$ cat config.mk
export PLATFORM = sky130hd
export DESIGN_NAME = paged_address_relocation_protection
export DESIGN_NICKNAME = d
export VERILOG_FILES = /design/src/hdl/relocation_pkg.sv /design/src/hdl/relocation_adder.sv /design/src/hdl/access_checker.sv /design/src/hdl/paged_address_relocation_protection.sv
export SDC_FILE = /design/constraint.sdc
export NUM_CORES = 2
export LEC_CHECK = 0
export BUFFER_PORTS_ARGS = -buffer_cell sky130_fd_sc_hd__buf_4
export CAP_MARGIN = 5
export CORE_MARGIN = 5
export CORE_UTILIZATION = 30
export CTS_CLUSTER_SIZE = 20
export DETAILED_ROUTE_END_ITERATION = 10
export SLEW_MARGIN = 30
export SYNTH_ARGS = -nofsm -noshare
export SYNTH_HDL_FRONTEND = slang
export SYNTH_HIERARCHICAL = 1
export SYNTH_SLANG_ARGS = --single-unit
$ cat constraint.sdc
create_clock -name sys_clk -period 5.2 [get_ports sys_clk]
set_input_delay 1.3 -clock sys_clk [delete_from_list [all_inputs] [get_ports sys_clk]]
set_output_delay 1.3 -clock sys_clk [all_outputs]
set_load 0.03 [all_outputs]
$ cat src/hdl/relocation_pkg.sv
package relocation_pkg;
	// ---------------------------------------------------------------
	// register map (byte addresses)
	// ---------------------------------------------------------------
	localparam logic [11:0] OFS_CTRL    = 12'h000;
	localparam logic [11:0] OFS_CONFIG  = 12'h004;
	localparam logic [11:0] OFS_FAULTVA = 12'h008;
	localparam logic [11:0] OFS_RESTART = 12'h00c;
	localparam logic [11:0] OFS_BASE    = 12'h100;
	localparam logic [11:0] OFS_DESC    = 12'h200;
	localparam int          NUM_PAGES   = 48;

	// ---------------------------------------------------------------
	// control/status register fields
	// ---------------------------------------------------------------
	localparam int CTRL_ENABLE   = 0;
	localparam int CTRL_PAGE_LO  = 1;
	localparam int CTRL_DSPACE   = 4;
	localparam int CTRL_MODE_LO  = 5;
	localparam int CTRL_TRAP_EN  = 9;
	localparam int CTRL_TRAP     = 12;
	localparam int CTRL_ABT_RO   = 13;
	localparam int CTRL_ABT_LEN  = 14;
	localparam int CTRL_ABT_NR   = 15;
	localparam logic [15:0] CTRL_SW_MASK  = 16'hf201;
	localparam logic [15:0] CTRL_RESET    = 16'h0000;
	localparam logic [15:0] CONFIG_RESET  = 16'h0000;
	localparam int CFG_EXTENDED  = 4;

	// ---------------------------------------------------------------
	// virtual address and descriptor fields
	// ---------------------------------------------------------------
	localparam int VA_PAGE_LO   = 13;
	localparam int VA_BLOCK_LO  = 6;
	localparam int DESC_LEN_LO  = 8;
	localparam int DESC_ACC     = 7;
	localparam int DESC_WR      = 6;
	localparam int DESC_DIR     = 3;
	localparam logic [15:0] DESC_RESET = 16'h0000;
	localparam logic [15:0] BASE_RESET = 16'h0000;
	localparam logic [3:0]  PERIPH_TOP = 4'hf;

	// abort and trap vector, 250 octal
	localparam logic [15:0] MM_VECTOR = 16'h00a8;

	// ---------------------------------------------------------------
	// enumerations
	// ---------------------------------------------------------------
	typedef enum logic [1:0] {
		MODE_KERNEL  = 2'h0,
		MODE_SUPER   = 2'h1,
		MODE_ILLEGAL = 2'h2,
		MODE_USER    = 2'h3
	} cpu_mode_t;

	typedef enum logic [1:0] {
		MAP_16,
		MAP_18,
		MAP_22
	} map_mode_t;

	typedef enum logic [2:0] {
		KEY_NR0      = 3'h0,
		KEY_RO_TRAP  = 3'h1,
		KEY_RO       = 3'h2,
		KEY_NR3      = 3'h3,
		KEY_RW_TRAP  = 3'h4,
		KEY_RW_TRAPW = 3'h5,
		KEY_RW       = 3'h6,
		KEY_NR7      = 3'h7
	} access_key_t;
endpackage

$ cat src/hdl/relocation_adder.sv
`timescale 1ns/10ps
module relocation_adder (
	input  wire logic [15:0]                  pageBase,
	input  wire logic [15:0]                  virtAddr,
	input  wire relocation_pkg::map_mode_t    mapMode,
	output logic      [21:0]                  physAddr,
	output logic                              toPeriph
);
	logic [15:0] blockSum;
	logic [17:0] addr18;

	// ---------------------------------------------------------------
	// block add and mapping width
	// ---------------------------------------------------------------
	// sum spans the whole base so 22-bit results are reachable
	assign blockSum = pageBase + {9'h000, virtAddr[12:relocation_pkg::VA_BLOCK_LO]};
	// low six bits pass straight through
	assign addr18 = {blockSum[11:0], virtAddr[5:0]};

	// top page of 16/18-bit space folds onto the peripheral page
	always_comb begin
		unique case (mapMode)
			relocation_pkg::MAP_16: begin
				physAddr = (virtAddr[15:13] == 3'h7) ?
					{6'h3f, virtAddr} : {6'h00, virtAddr};
			end
			relocation_pkg::MAP_18: begin
				physAddr = (addr18[17:13] == 5'h1f) ?
					{4'hf, addr18} : {4'h0, addr18};
			end
			default: begin
				physAddr = {blockSum, virtAddr[5:0]};
			end
		endcase
	end

	assign toPeriph = (physAddr[21:18] == relocation_pkg::PERIPH_TOP);
endmodule

$ cat src/hdl/access_checker.sv
`timescale 1ns/10ps
module access_checker (
	input  wire logic [15:0] descriptor,
	input  wire logic [6:0]  blockNum,
	input  wire logic        isWrite,
	input  wire logic        modeLegal,
	output logic             abortNonRes,
	output logic             abortLength,
	output logic             abortReadOnly,
	output logic             trapHit
);
	logic [6:0] pageLen;
	logic       downward;
	relocation_pkg::access_key_t key;

	// ---------------------------------------------------------------
	// length and key checks
	// ---------------------------------------------------------------
	assign pageLen  = descriptor[relocation_pkg::DESC_LEN_LO +: 7];
	assign downward = descriptor[relocation_pkg::DESC_DIR];
	assign key      = relocation_pkg::access_key_t'(descriptor[2:0]);

	// upward pages end at the length, downward pages start at it
	assign abortLength = modeLegal &&
		(downward ? (blockNum < pageLen) : (blockNum > pageLen));

	// illegal mode is reported as non-resident
	always_comb begin
		abortNonRes   = !modeLegal;
		abortReadOnly = 1'b0;
		trapHit       = 1'b0;
		unique case (key)
			relocation_pkg::KEY_RO_TRAP: begin
				abortReadOnly = isWrite;
				trapHit       = !isWrite;
			end
			relocation_pkg::KEY_RO: begin
				abortReadOnly = isWrite;
			end
			relocation_pkg::KEY_RW_TRAP: begin
				trapHit = 1'b1;
			end
			relocation_pkg::KEY_RW_TRAPW: begin
				trapHit = isWrite;
			end
			relocation_pkg::KEY_RW: begin
				trapHit = 1'b0;
			end
			default: begin
				abortNonRes = 1'b1;
			end
		endcase
	end
endmodule

$ cat src/hdl/paged_address_relocation_protection.sv
`timescale 1ns/10ps
// Behaviour
// - virtual address bits 15:13 pick one of eight page pairs.
// - separate page sets for kernel, supervisor and user modes.
// - instruction-stream references use instruction group, others the data group.
// - page base is a physical block number of 32 words.
// - add virtual block number bits 12:6 to the page base.
// - low six virtual bits pass unchanged as displacement in block.
// - page length field 14:8 limits page, up to 128 blocks.
// - descriptor bit 3 selects upward or downward expansion.
// - non-resident blocks all access; read-only blocks writes.
// - accessed bit set on any non-aborted reference with relocation on, written bit on writes.
// - violation aborts the cycle at once, before instruction ends.
// - trap held until instruction completes, then raised.
// - aborts and traps vector to 250 octal.
// - abort records page, violation type and restart state.
// - three key codes request a trap instead of abort.
// - address goes to cache or peripheral bus; faults reported back.
// - each page relocated independently; shared bases allowed.
// - physical bits 21:18 all ones go to peripheral bus.
// - 16, 18 or 22-bit mapping from enable and extended bits.
// - per-mode config bits enable data-space group.
// - page base is sixteen bits, times 64 bytes.
module paged_address_relocation_protection (
	input  wire logic        sys_clk,
	input  wire logic        nrst,
	input  wire logic        hsel,
	input  wire logic [31:0] haddr,
	input  wire logic [1:0]  htrans,
	input  wire logic        hwrite,
	input  wire logic [2:0]  hsize,
	input  wire logic [31:0] hwdata,
	input  wire logic        hready,
	output logic      [31:0] hrdata,
	output logic             hreadyout,
	output logic             hresp,
	input  wire logic        cpuReq,
	input  wire logic [15:0] cpuVa,
	input  wire logic [1:0]  cpuMode,
	input  wire logic        cpuIspace,
	input  wire logic        cpuWrite,
	input  wire logic [15:0] cpuRestart,
	input  wire logic        cpuInstrDone,
	output logic      [21:0] physAddr,
	output logic             cacheStrobe,
	output logic             periphStrobe,
	output logic             abortReq,
	output logic             trapReq,
	output logic      [15:0] vectorAddr
);
	// ---------------------------------------------------------------
	// storage
	// ---------------------------------------------------------------
	logic [15:0] pageBase_reg [0:relocation_pkg::NUM_PAGES-1];
	logic [15:0] pageDesc_reg [0:relocation_pkg::NUM_PAGES-1];
	logic [15:0] ctrl_reg;
	logic [15:0] config_reg;
	logic [15:0] faultVa_reg;
	logic [15:0] restart_reg;
	logic        trapPending_reg;

	// bus pipeline
	logic        wrPend_reg;
	logic [11:0] wrAddr_reg;
	logic        addrPhase;
	logic        rdAccept;
	logic [31:0] rdValue;

	// translation path
	logic [1:0]  modeIdx;
	logic        modeLegal;
	logic        useDspace;
	logic [5:0]  pageIdx;
	logic [15:0] selBase;
	logic [15:0] selDesc;
	relocation_pkg::map_mode_t mapMode;
	logic [21:0] relocAddr;
	logic        relocPeriph;
	logic        abtNr;
	logic        abtLen;
	logic        abtRo;
	logic        trapHit;
	logic        anyAbort;
	logic        goodRef;
	logic        freeze;

	// ---------------------------------------------------------------
	// helpers
	// ---------------------------------------------------------------
	// mode code to set number, user takes the third set
	function automatic logic [1:0] modeToSet(input logic [1:0] m);
		modeToSet = (m == 2'h3) ? 2'h2 : m;
	endfunction

	// set, space and page number to flat page index, used by the cpu decode only
	function automatic logic [5:0] flatIndex(input logic [1:0] setNum,
			input logic dsp, input logic [2:0] page);
		flatIndex = {setNum, dsp, page};
	endfunction

	// bus offset lies inside one of the page arrays
	function automatic logic inArray(input logic [11:0] ofs,
			input logic [11:0] base);
		inArray = (ofs[11:8] == base[11:8]) && (ofs[7:2] < 6'd48);
	endfunction

	// ---------------------------------------------------------------
	// page selection
	// ---------------------------------------------------------------
	assign modeIdx   = modeToSet(cpuMode);
	assign modeLegal = (cpuMode != relocation_pkg::MODE_ILLEGAL);
	// data group only when the running mode has it switched on
	assign useDspace = !cpuIspace && config_reg[modeIdx];
	assign pageIdx   = flatIndex(modeIdx, useDspace,
		cpuVa[15:relocation_pkg::VA_PAGE_LO]);
	// each pair is read alone, so shared bases need nothing special
	assign selBase   = pageBase_reg[pageIdx];
	assign selDesc   = pageDesc_reg[pageIdx];

	// mapping width from enable and extended bits
	always_comb begin
		if (!ctrl_reg[relocation_pkg::CTRL_ENABLE]) begin
			mapMode = relocation_pkg::MAP_16;
		end else if (config_reg[relocation_pkg::CFG_EXTENDED]) begin
			mapMode = relocation_pkg::MAP_22;
		end else begin
			mapMode = relocation_pkg::MAP_18;
		end
	end

	relocation_adder adder (
		.pageBase (selBase),
		.virtAddr (cpuVa),
		.mapMode  (mapMode),
		.physAddr (relocAddr),
		.toPeriph (relocPeriph)
	);

	access_checker accessCheck (
		.descriptor    (selDesc),
		.blockNum      (cpuVa[12:relocation_pkg::VA_BLOCK_LO]),
		.isWrite       (cpuWrite),
		.modeLegal     (modeLegal),
		.abortNonRes   (abtNr),
		.abortLength   (abtLen),
		.abortReadOnly (abtRo),
		.trapHit       (trapHit)
	);

	// checks apply only with relocation on
	assign anyAbort = cpuReq && ctrl_reg[relocation_pkg::CTRL_ENABLE] &&
		(abtNr || abtLen || abtRo);
	assign goodRef  = cpuReq && !anyAbort;
	// first fault's record is kept until software clears the flags
	assign freeze   = |ctrl_reg[15:13];

	// ---------------------------------------------------------------
	// processor side outputs
	// ---------------------------------------------------------------
	// address registered, strobe names its destination
	always_ff @(posedge sys_clk) begin
		if (!nrst) begin
			physAddr     <= 22'h000000;
			cacheStrobe  <= 1'b0;
			periphStrobe <= 1'b0;
		end else begin
			if (goodRef) begin
				physAddr <= relocAddr;
			end
			cacheStrobe  <= goodRef && !relocPeriph;
			periphStrobe <= goodRef && relocPeriph;
		end
	end

	// abort goes out next cycle, without waiting for instruction end
	always_ff @(posedge sys_clk) begin
		if (!nrst) begin
			abortReq <= 1'b0;
		end else begin
			abortReq <= anyAbort;
		end
	end

	// trap waits for the instruction to finish
	always_ff @(posedge sys_clk) begin
		if (!nrst) begin
			trapPending_reg <= 1'b0;
			trapReq         <= 1'b0;
		end else begin
			trapReq <= cpuInstrDone && trapPending_reg;
			if (goodRef && trapHit && ctrl_reg[relocation_pkg::CTRL_TRAP_EN] &&
					ctrl_reg[relocation_pkg::CTRL_ENABLE]) begin
				trapPending_reg <= 1'b1;
			end else if (cpuInstrDone || anyAbort) begin
				trapPending_reg <= 1'b0;
			end
		end
	end

	// one vector serves both events
	always_ff @(posedge sys_clk) begin
		if (!nrst) begin
			vectorAddr <= 16'h0000;
		end else if (anyAbort || (cpuInstrDone && trapPending_reg)) begin
			vectorAddr <= relocation_pkg::MM_VECTOR;
		end
	end

	// ---------------------------------------------------------------
	// bus slave, zero wait except read after write
	// ---------------------------------------------------------------
	assign addrPhase = hsel && htrans[1] && hready;
	// stall a read behind a pending write so it sees fresh data
	assign hreadyout = !(wrPend_reg && hsel && htrans[1] && !hwrite);
	assign hresp     = 1'b0;
	assign rdAccept  = addrPhase && !hwrite;

	// write address captured in address phase, data used next cycle
	always_ff @(posedge sys_clk) begin
		if (!nrst) begin
			wrPend_reg <= 1'b0;
			wrAddr_reg <= 12'h000;
		end else begin
			wrPend_reg <= addrPhase && hwrite && (hsize == 3'h2);
			if (addrPhase) begin
				wrAddr_reg <= haddr[11:0];
			end
		end
	end

	// read mux, unmapped offsets read zero
	always_comb begin
		rdValue = 32'h00000000;
		if (inArray(haddr[11:0], relocation_pkg::OFS_BASE)) begin
			rdValue = {16'h0000, pageBase_reg[haddr[7:2]]};
		end else if (inArray(haddr[11:0], relocation_pkg::OFS_DESC)) begin
			rdValue = {16'h0000, pageDesc_reg[haddr[7:2]]};
		end else begin
			unique case (haddr[11:0])
				relocation_pkg::OFS_CTRL:    rdValue = {16'h0000, ctrl_reg};
				relocation_pkg::OFS_CONFIG:  rdValue = {16'h0000, config_reg};
				relocation_pkg::OFS_FAULTVA: rdValue = {16'h0000, faultVa_reg};
				relocation_pkg::OFS_RESTART: rdValue = {16'h0000, restart_reg};
				default:                     rdValue = 32'h00000000;
			endcase
		end
	end

	// read data lands at the start of the data phase
	always_ff @(posedge sys_clk) begin
		if (!nrst) begin
			hrdata <= 32'h00000000;
		end else if (rdAccept) begin
			hrdata <= rdValue;
		end
	end

	// ---------------------------------------------------------------
	// page arrays
	// ---------------------------------------------------------------
	always_ff @(posedge sys_clk) begin
		if (!nrst) begin
			for (int i = 0; i < relocation_pkg::NUM_PAGES; i++) begin
				pageBase_reg[i] <= relocation_pkg::BASE_RESET;
			end
		end else if (wrPend_reg && inArray(wrAddr_reg, relocation_pkg::OFS_BASE)) begin
			pageBase_reg[wrAddr_reg[7:2]] <= hwdata[15:0];
		end
	end

	// status bits set by hardware win over a same-cycle bus write
	always_ff @(posedge sys_clk) begin
		if (!nrst) begin
			for (int i = 0; i < relocation_pkg::NUM_PAGES; i++) begin
				pageDesc_reg[i] <= relocation_pkg::DESC_RESET;
			end
		end else begin
			if (wrPend_reg && inArray(wrAddr_reg, relocation_pkg::OFS_DESC)) begin
				pageDesc_reg[wrAddr_reg[7:2]] <= hwdata[15:0];
			end
			if (goodRef && ctrl_reg[relocation_pkg::CTRL_ENABLE]) begin
				pageDesc_reg[pageIdx][relocation_pkg::DESC_ACC] <= 1'b1;
				if (cpuWrite) begin
					pageDesc_reg[pageIdx][relocation_pkg::DESC_WR] <= 1'b1;
				end
			end
		end
	end

	// ---------------------------------------------------------------
	// control, config and fault record
	// ---------------------------------------------------------------
	always_ff @(posedge sys_clk) begin
		if (!nrst) begin
			config_reg <= relocation_pkg::CONFIG_RESET;
		end else if (wrPend_reg && wrAddr_reg == relocation_pkg::OFS_CONFIG) begin
			config_reg <= {11'h000, hwdata[4], 1'b0, hwdata[2:0]};
		end
	end

	// abort flags and page latch freeze on the first fault
	always_ff @(posedge sys_clk) begin
		if (!nrst) begin
			ctrl_reg <= relocation_pkg::CTRL_RESET;
		end else begin
			if (wrPend_reg && wrAddr_reg == relocation_pkg::OFS_CTRL) begin
				ctrl_reg <= (ctrl_reg & ~relocation_pkg::CTRL_SW_MASK) |
					(hwdata[15:0] & relocation_pkg::CTRL_SW_MASK);
			end
			if (anyAbort && !freeze) begin
				ctrl_reg[relocation_pkg::CTRL_ABT_NR]  <= abtNr;
				ctrl_reg[relocation_pkg::CTRL_ABT_LEN] <= abtLen;
				ctrl_reg[relocation_pkg::CTRL_ABT_RO]  <= abtRo;
				ctrl_reg[relocation_pkg::CTRL_MODE_LO +: 2] <= cpuMode;
				ctrl_reg[relocation_pkg::CTRL_DSPACE]  <= useDspace;
				ctrl_reg[relocation_pkg::CTRL_PAGE_LO +: 3] <= cpuVa[15:13];
			end
			if (cpuInstrDone && trapPending_reg) begin
				ctrl_reg[relocation_pkg::CTRL_TRAP] <= 1'b1;
			end
		end
	end

	// restart state for the aborted instruction
	always_ff @(posedge sys_clk) begin
		if (!nrst) begin
			faultVa_reg <= 16'h0000;
			restart_reg <= 16'h0000;
		end else if (anyAbort && !freeze) begin
			faultVa_reg <= cpuVa;
			restart_reg <= cpuRestart;
		end
	end
endmodule

# == Word level (Yosys, flattened, before mapping) ==
# Memory sizes are Yosys's and may differ from the RTL's.
# Index checks and enable logic that the tools add are counted.
# totals
regBits,125
ramBits,1536
in_bits,112
out_inout_bits,76
wordCells,142
memories,2
# classes
addsub,1
n_lt_le_gt_ge,5
eq_ne,20
mux,44
n_bitwise,1
reduce_logical,53
# mem_list
memory,words,width,read_ports,rd_ports_with_merged_regs,write_ports,line_no,rtl
pageBase_reg,48,16,2,0,48,paged_address_relocation_protection.sv:54,logic [15:0] pageBase_reg [0:relocation_pkg::NUM_PAGES-1];
pageDesc_reg,48,16,2,0,48,paged_address_relocation_protection.sv:55,logic [15:0] pageDesc_reg [0:relocation_pkg::NUM_PAGES-1];
# ops
cell,count
$mux W16,6
$pmux W16 S4,1
$reduce_or A16 Y1,3
$mux W22,2
$pmux W22 S2,1
$logic_and A1 B1 Y1,29
$eq A12 B3 Y1 const B,2
$eq A12 B4 Y1 const B,2
$logic_not A12 Y1,2
$mux W6,4
$mux W1,23
$add A16 B7 Y16,1
$or A12 B16 Y16,1
$eq A3 B3 Y1 const B,4
$lt A6 B6 Y1 const B,2
$eq A4 B1 Y1 const B,2
$eq A4 B2 Y1 const B,2
$logic_not A1 Y1,8
$gt A7 B7 Y1,1
$lt A7 B7 Y1,1
$eq A3 B2 Y1 const B,2
$mux W2,3
$mux W3,2
$reduce_bool A2 Y1,3
other kinds (14),17

# == Logic depth before layout (Yosys ltp) ==
# An unclocked memory read counts as a cell.
# depth
word_depth,20
depth_mapped,24

# == Hierarchy ==
# Netlist, hierarchy kept.
# by_module_without_submodules
mod,instances,cells_each,area_per_inst_um2,seq_area_each_um2
paged_address_relocation_protection,1,7014,88366.0,47265.3
relocation_adder,1,131,925.9,0.0
access_checker,1,35,247.7,0.0

# == Worst setup path before layout ==
# OpenSTA, ideal clock, no wires.
# synth_timing
kind,input-to-reg
from,in cpuMode[0]
to,reg ctrl_reg[14]
arrival_ns,5.339
required_time_ns,5.114
setup_slack_ns,-0.224
stages,20
path_buffers,5
path_cell_list,clkbuf_1 mux2_2 o211ai_1 buf_2 clkbuf_1 o21ai_0 o211ai_1 o31a_1 inv_1 ha_1 nand4_1 a21oi_1 a2111oi_2 mux2i_1 nor3_1 nand3b_1 or4_1 clkbuf_1 clkbuf_1 a211oi_1
# synth_via
elab_chain_len,14
elab_cells_between_ends,27
# synth_lines
element,line_no,rtl
"start, declared",paged_address_relocation_protection.sv:39,"input wire logic [1:0] cpuMode,"
$eq A2 B2 Y1,paged_address_relocation_protection.sv:92,modeToSet = (m == 2'h3) ? 2'h2 : m;
$mux W2 *,paged_address_relocation_protection.sv:92,
$bmux W1 S2,paged_address_relocation_protection.sv:113,assign useDspace = !cpuIspace && config_reg[modeIdx];
$mux W1 (implied by the code),paged_address_relocation_protection.sv:113,
$logic_and A1 B1 Y1,paged_address_relocation_protection.sv:113,
$mem_v2 Z48 W16 *,-,
net selDesc[14],paged_address_relocation_protection.sv:75,logic [15:0] selDesc;
$gt A7 B7 Y1 or $lt A7 B7 Y1 (tied branches),access_checker.sv:25,(downward ? (blockNum < pageLen) : (blockNum > pageLen));
$mux W1 *,access_checker.sv:25,
$logic_and A1 B1 Y1 *,access_checker.sv:24,assign abortLength = modeLegal &&
net abtLen,paged_address_relocation_protection.sv:80,logic abtLen;
$logic_or A1 B1 Y1 (2 in a row),paged_address_relocation_protection.sv:152,(abtNr || abtLen || abtRo);
$logic_and A1 B1 Y1,paged_address_relocation_protection.sv:151,assign anyAbort = cpuReq && ctrl_reg[relocation_pkg::CTRL_ENABLE] &&
$logic_and A1 B1 Y1,paged_address_relocation_protection.sv:310,if (anyAbort && !freeze) begin
$mux W3 or $reduce_bool A2 Y1 (tied branches),-,
"end signal, assigned by index",paged_address_relocation_protection.sv:311,ctrl_reg[relocation_pkg::CTRL_ABT_NR] <= abtNr;
"end signal, assigned by index",paged_address_relocation_protection.sv:312,ctrl_reg[relocation_pkg::CTRL_ABT_LEN] <= abtLen;
"end signal, assigned by index",paged_address_relocation_protection.sv:313,ctrl_reg[relocation_pkg::CTRL_ABT_RO] <= abtRo;
"end, declared",paged_address_relocation_protection.sv:56,logic [15:0] ctrl_reg;
# The timed path passes the listed nets; every way through them passes the cells marked *. The select of a mux whose other input is x is not followed.
# A chain may end at the register's enable or synchronous reset.

# == Worst setup path after layout ==
# layout_timing
from,in cpuVa[14]
to,reg cacheStrobe
# layout_via
elab_cells_between_ends,29
# layout_rtl
element,line_no,rtl
"start, declared",paged_address_relocation_protection.sv:38,"input wire logic [15:0] cpuVa,"
$mem_v2 Z48 W16 *,-,
net selBase[2],paged_address_relocation_protection.sv:74,logic [15:0] selBase;
$add A16 B7 Y16 *,relocation_adder.sv:16,"assign blockSum = pageBase + {9'h000, virtAddr[12:relocation_pkg::VA_BLOCK_LO]};"
$eq A5 B5 Y1,relocation_adder.sv:28,physAddr = (addr18[17:13] == 5'h1f) ?
$mux W22,relocation_adder.sv:28,
$pmux W22 S2 *,relocation_adder.sv:22,unique case (mapMode)
$eq A4 B4 Y1 *,relocation_adder.sv:37,assign toPeriph = (physAddr[21:18] == relocation_pkg::PERIPH_TOP);
net relocPeriph,paged_address_relocation_protection.sv:78,logic relocPeriph;
$logic_not A1 Y1 *,paged_address_relocation_protection.sv:170,cacheStrobe <= goodRef && !relocPeriph;
$logic_and A1 B1 Y1 *,paged_address_relocation_protection.sv:170,
"end signal, assigned",paged_address_relocation_protection.sv:170,
"end, declared",paged_address_relocation_protection.sv:45,"output logic cacheStrobe,"
# The timed path passes the listed nets; every way through them passes the cells marked *.

==> metrics.md <==
| Metric | Value |
|---|---|
| Worst setup SP type | primary input |
| Sink Count | 1,641 |
| Slew Limit Fails | 0 |
| Mapped Cells | 6,983 |
| Cts hold-fix bufs | 0 |
| Ports | 188 |
| Fin Setup TNS | -0.107 ns |
| Clk_skew | 0.0407 ns |
| CP max-delay cell | nor2_4 |
| Vias in the first global route | 66,140 |
| Largest net degree at the start of global routing | 76 |
| Syn_area_per_cell | 12.6 sq um |
| CP Max Fanout | 17 |
| Global placement routability congestion | 1.04 |
| Maximum clock frequency | 191 MHz |
| Worst Path Arrival | 5.96 ns |
| Synth warn | 6 |
| Hold_ws | 0.457 ns |
| Initial Util | 30.2% |
| DR iter-0 viols | 11,941 |
| DRC viols | 0 |
| Crit path buf inv count | 7 |
| Final WL | 405 mm |
| I/O Buffers | 120 |
| DR vias/cell | 6.02 |
| Die area | 304,000 sq um |
| Worst setup margin | -0.0359 ns |
| Crit path capture type | register |
| Die width | 551 microns |
| Status | complete, but fails checks |
| Cell family with most CP delay | compound AO/OA/AOI/OAI gates |
| CTS H-Tree Depth | 4 |
| Clock Pin Slew Worst Setup and Hold Paths | 0.05 ns |
| Die height | 551 microns |
| Most frequent cells in the layout | 1,440 x edfxtp_1, 1,416 x and2_1, 954 x buf_4 |
| Routed Antenna Nets | 0 |
| Most common cell on crit path | buf_4 |
| Final period util | 101% |
| Commonest non-fill, non-tap cell in the layout | edfxtp_1 |
| Grt ovf | 0 |
| Gr usage total | 25.7% |
| Final nets | 7,586 |
| Critical-path cell list | buf_12 > buf_12 > nor2_4 > buf_4 > buf_4 > buf_12 > a22oi_1 > o22ai_1 > a2111oi_2 > buf_4 > o31ai_1 > o21a_1 > ha_1 > o211ai_1 > nor2_1 > o21ai_0 > a211o_1 > o22ai_4 > nor3_1 > buf_4 > nor3_1 |
| Via Count | 69,281 |
| Cts bufs inserted | 174 |
| Critical Path Max Stage Delay | 0.40 ns |
| # setup viols final | 7 |
| Share of layout cells above drive strength 1 | 27.6% |
| Pleak | 38.0 nW |
| Data required time at the worst endpoint | 5.92 ns |
| MaxCap Viol Count | 0 |
| Worst Tran Pin Value | 1.15 ns |
| VDD IR max | 0.000425 V |
| Clock Path Buffers | 3 |
| Dpl hpwl | 282 mm |
| Tmin final | 5.24 ns |
| Synthesized area | 87,800 sq um |
| Clock Latency Late Sink | 0.91 ns |
| Pre-antenna DRT Iters | 7 |
| Core Rows | 198 |
| Synthesis-to-layout area growth | 19.1% |
| Post-route cell area | 105,000 sq um |
| Worst hold path type | reg2reg |
| Placed Area | 98,000 sq um |
| Kind of critical path | in2reg |
| Failing checks | setup timing |
| Initial antenna violation count | 42 |
| Relative slew slack | 22.3% |
| Global-route wire length before repair | 548 mm |
| CTS tree | built |
| Fin. Hold Viols | 0 |
| Drt wl/cell | 35.1 microns |
| Dpl ws | -1.40 ns |
| PD cells | 310 nW/um^2 |
| CTS Root Cell | clkbuf_16 |
| RSZ-0062 raised after global routing | no |
| Core area | 291,000 sq um |
## final cells by class
class	instances	area, sq um
well taps	3900	4880
repair buffers	1048	9000
clock inverters	107	1230
clock buffers	213	4670
flip-flops and latches	1641	47300
fillers	28067	187000
diodes	15	37.5
multi-input cells	4571	37300
inverters	23	93.8
## where the power goes
part,total (mW),switching (mW),internal (mW),leakage [nW]
logic,4.32,2.80,1.52,18.7
clock network,13.2,5.71,7.44,2.88
registers,14.9,0.251,14.7,16.5
total,32.4,8.76,23.6,38.0
## routing by layer
metal / global-route usage (%) / routed length, microns / share of wire, % / up-vias
met4: 16.5 / 32000 / 7.9 / 28
li1: - / - / - / 27320
met3: 8.78 / 56800 / 14 / 1253
met1: 32.1 / 143000 / 35 / 34953
met2: 38.0 / 173000 / 43 / 5727
met5: 0 / 417 / 0.10 / -
## worst min-delay path: stages (launching register included)
cell     delay [ns]
dfxtp_1        0.31
nand2_1        0.05
a21oi_1        0.05
## through the flow
| stage | utilization (%) | std cells | power [mW] |
|---|---|---|---|
| 4_1_cts | 35.8 | 11492 | 32.2 |
| 3_5_place_dp | 33.7 | 11164 | 19.3 |
| 2_1_floorplan | - | 7012 | 17.1 |
| 3_3_place_gp | 33.7 | 11163 | 19.2 |
| 6_report | 35.9 | 11518 | 32.4 |
| 5_1_grt | 35.9 | 11505 | 33.0 |
## path summary, 6_finish.rpt
| path | endpoint | start | depth (start not counted) | slack (ns) |
|---|---|---|---|---|
| max | cacheStrobe | cpuVa[14] | 21 | -0.04 |
| min | physAddr[15] | physAddr[15] | 2 | 0.46 |
| max reg2reg | ctrl_reg[13] | config_reg[1] | 22 | 0.36 |
| min reg2reg | physAddr[15] | physAddr[15] | 2 | 0.46 |
## what timing repair did
action	CTS	global route
buffers inserted	8	7
setup endpoints to repair	162	161
cloned	0	2
pin swaps	3	3
resized for setup	19	44
Note: power is estimated with default switching activity, not from simulation.
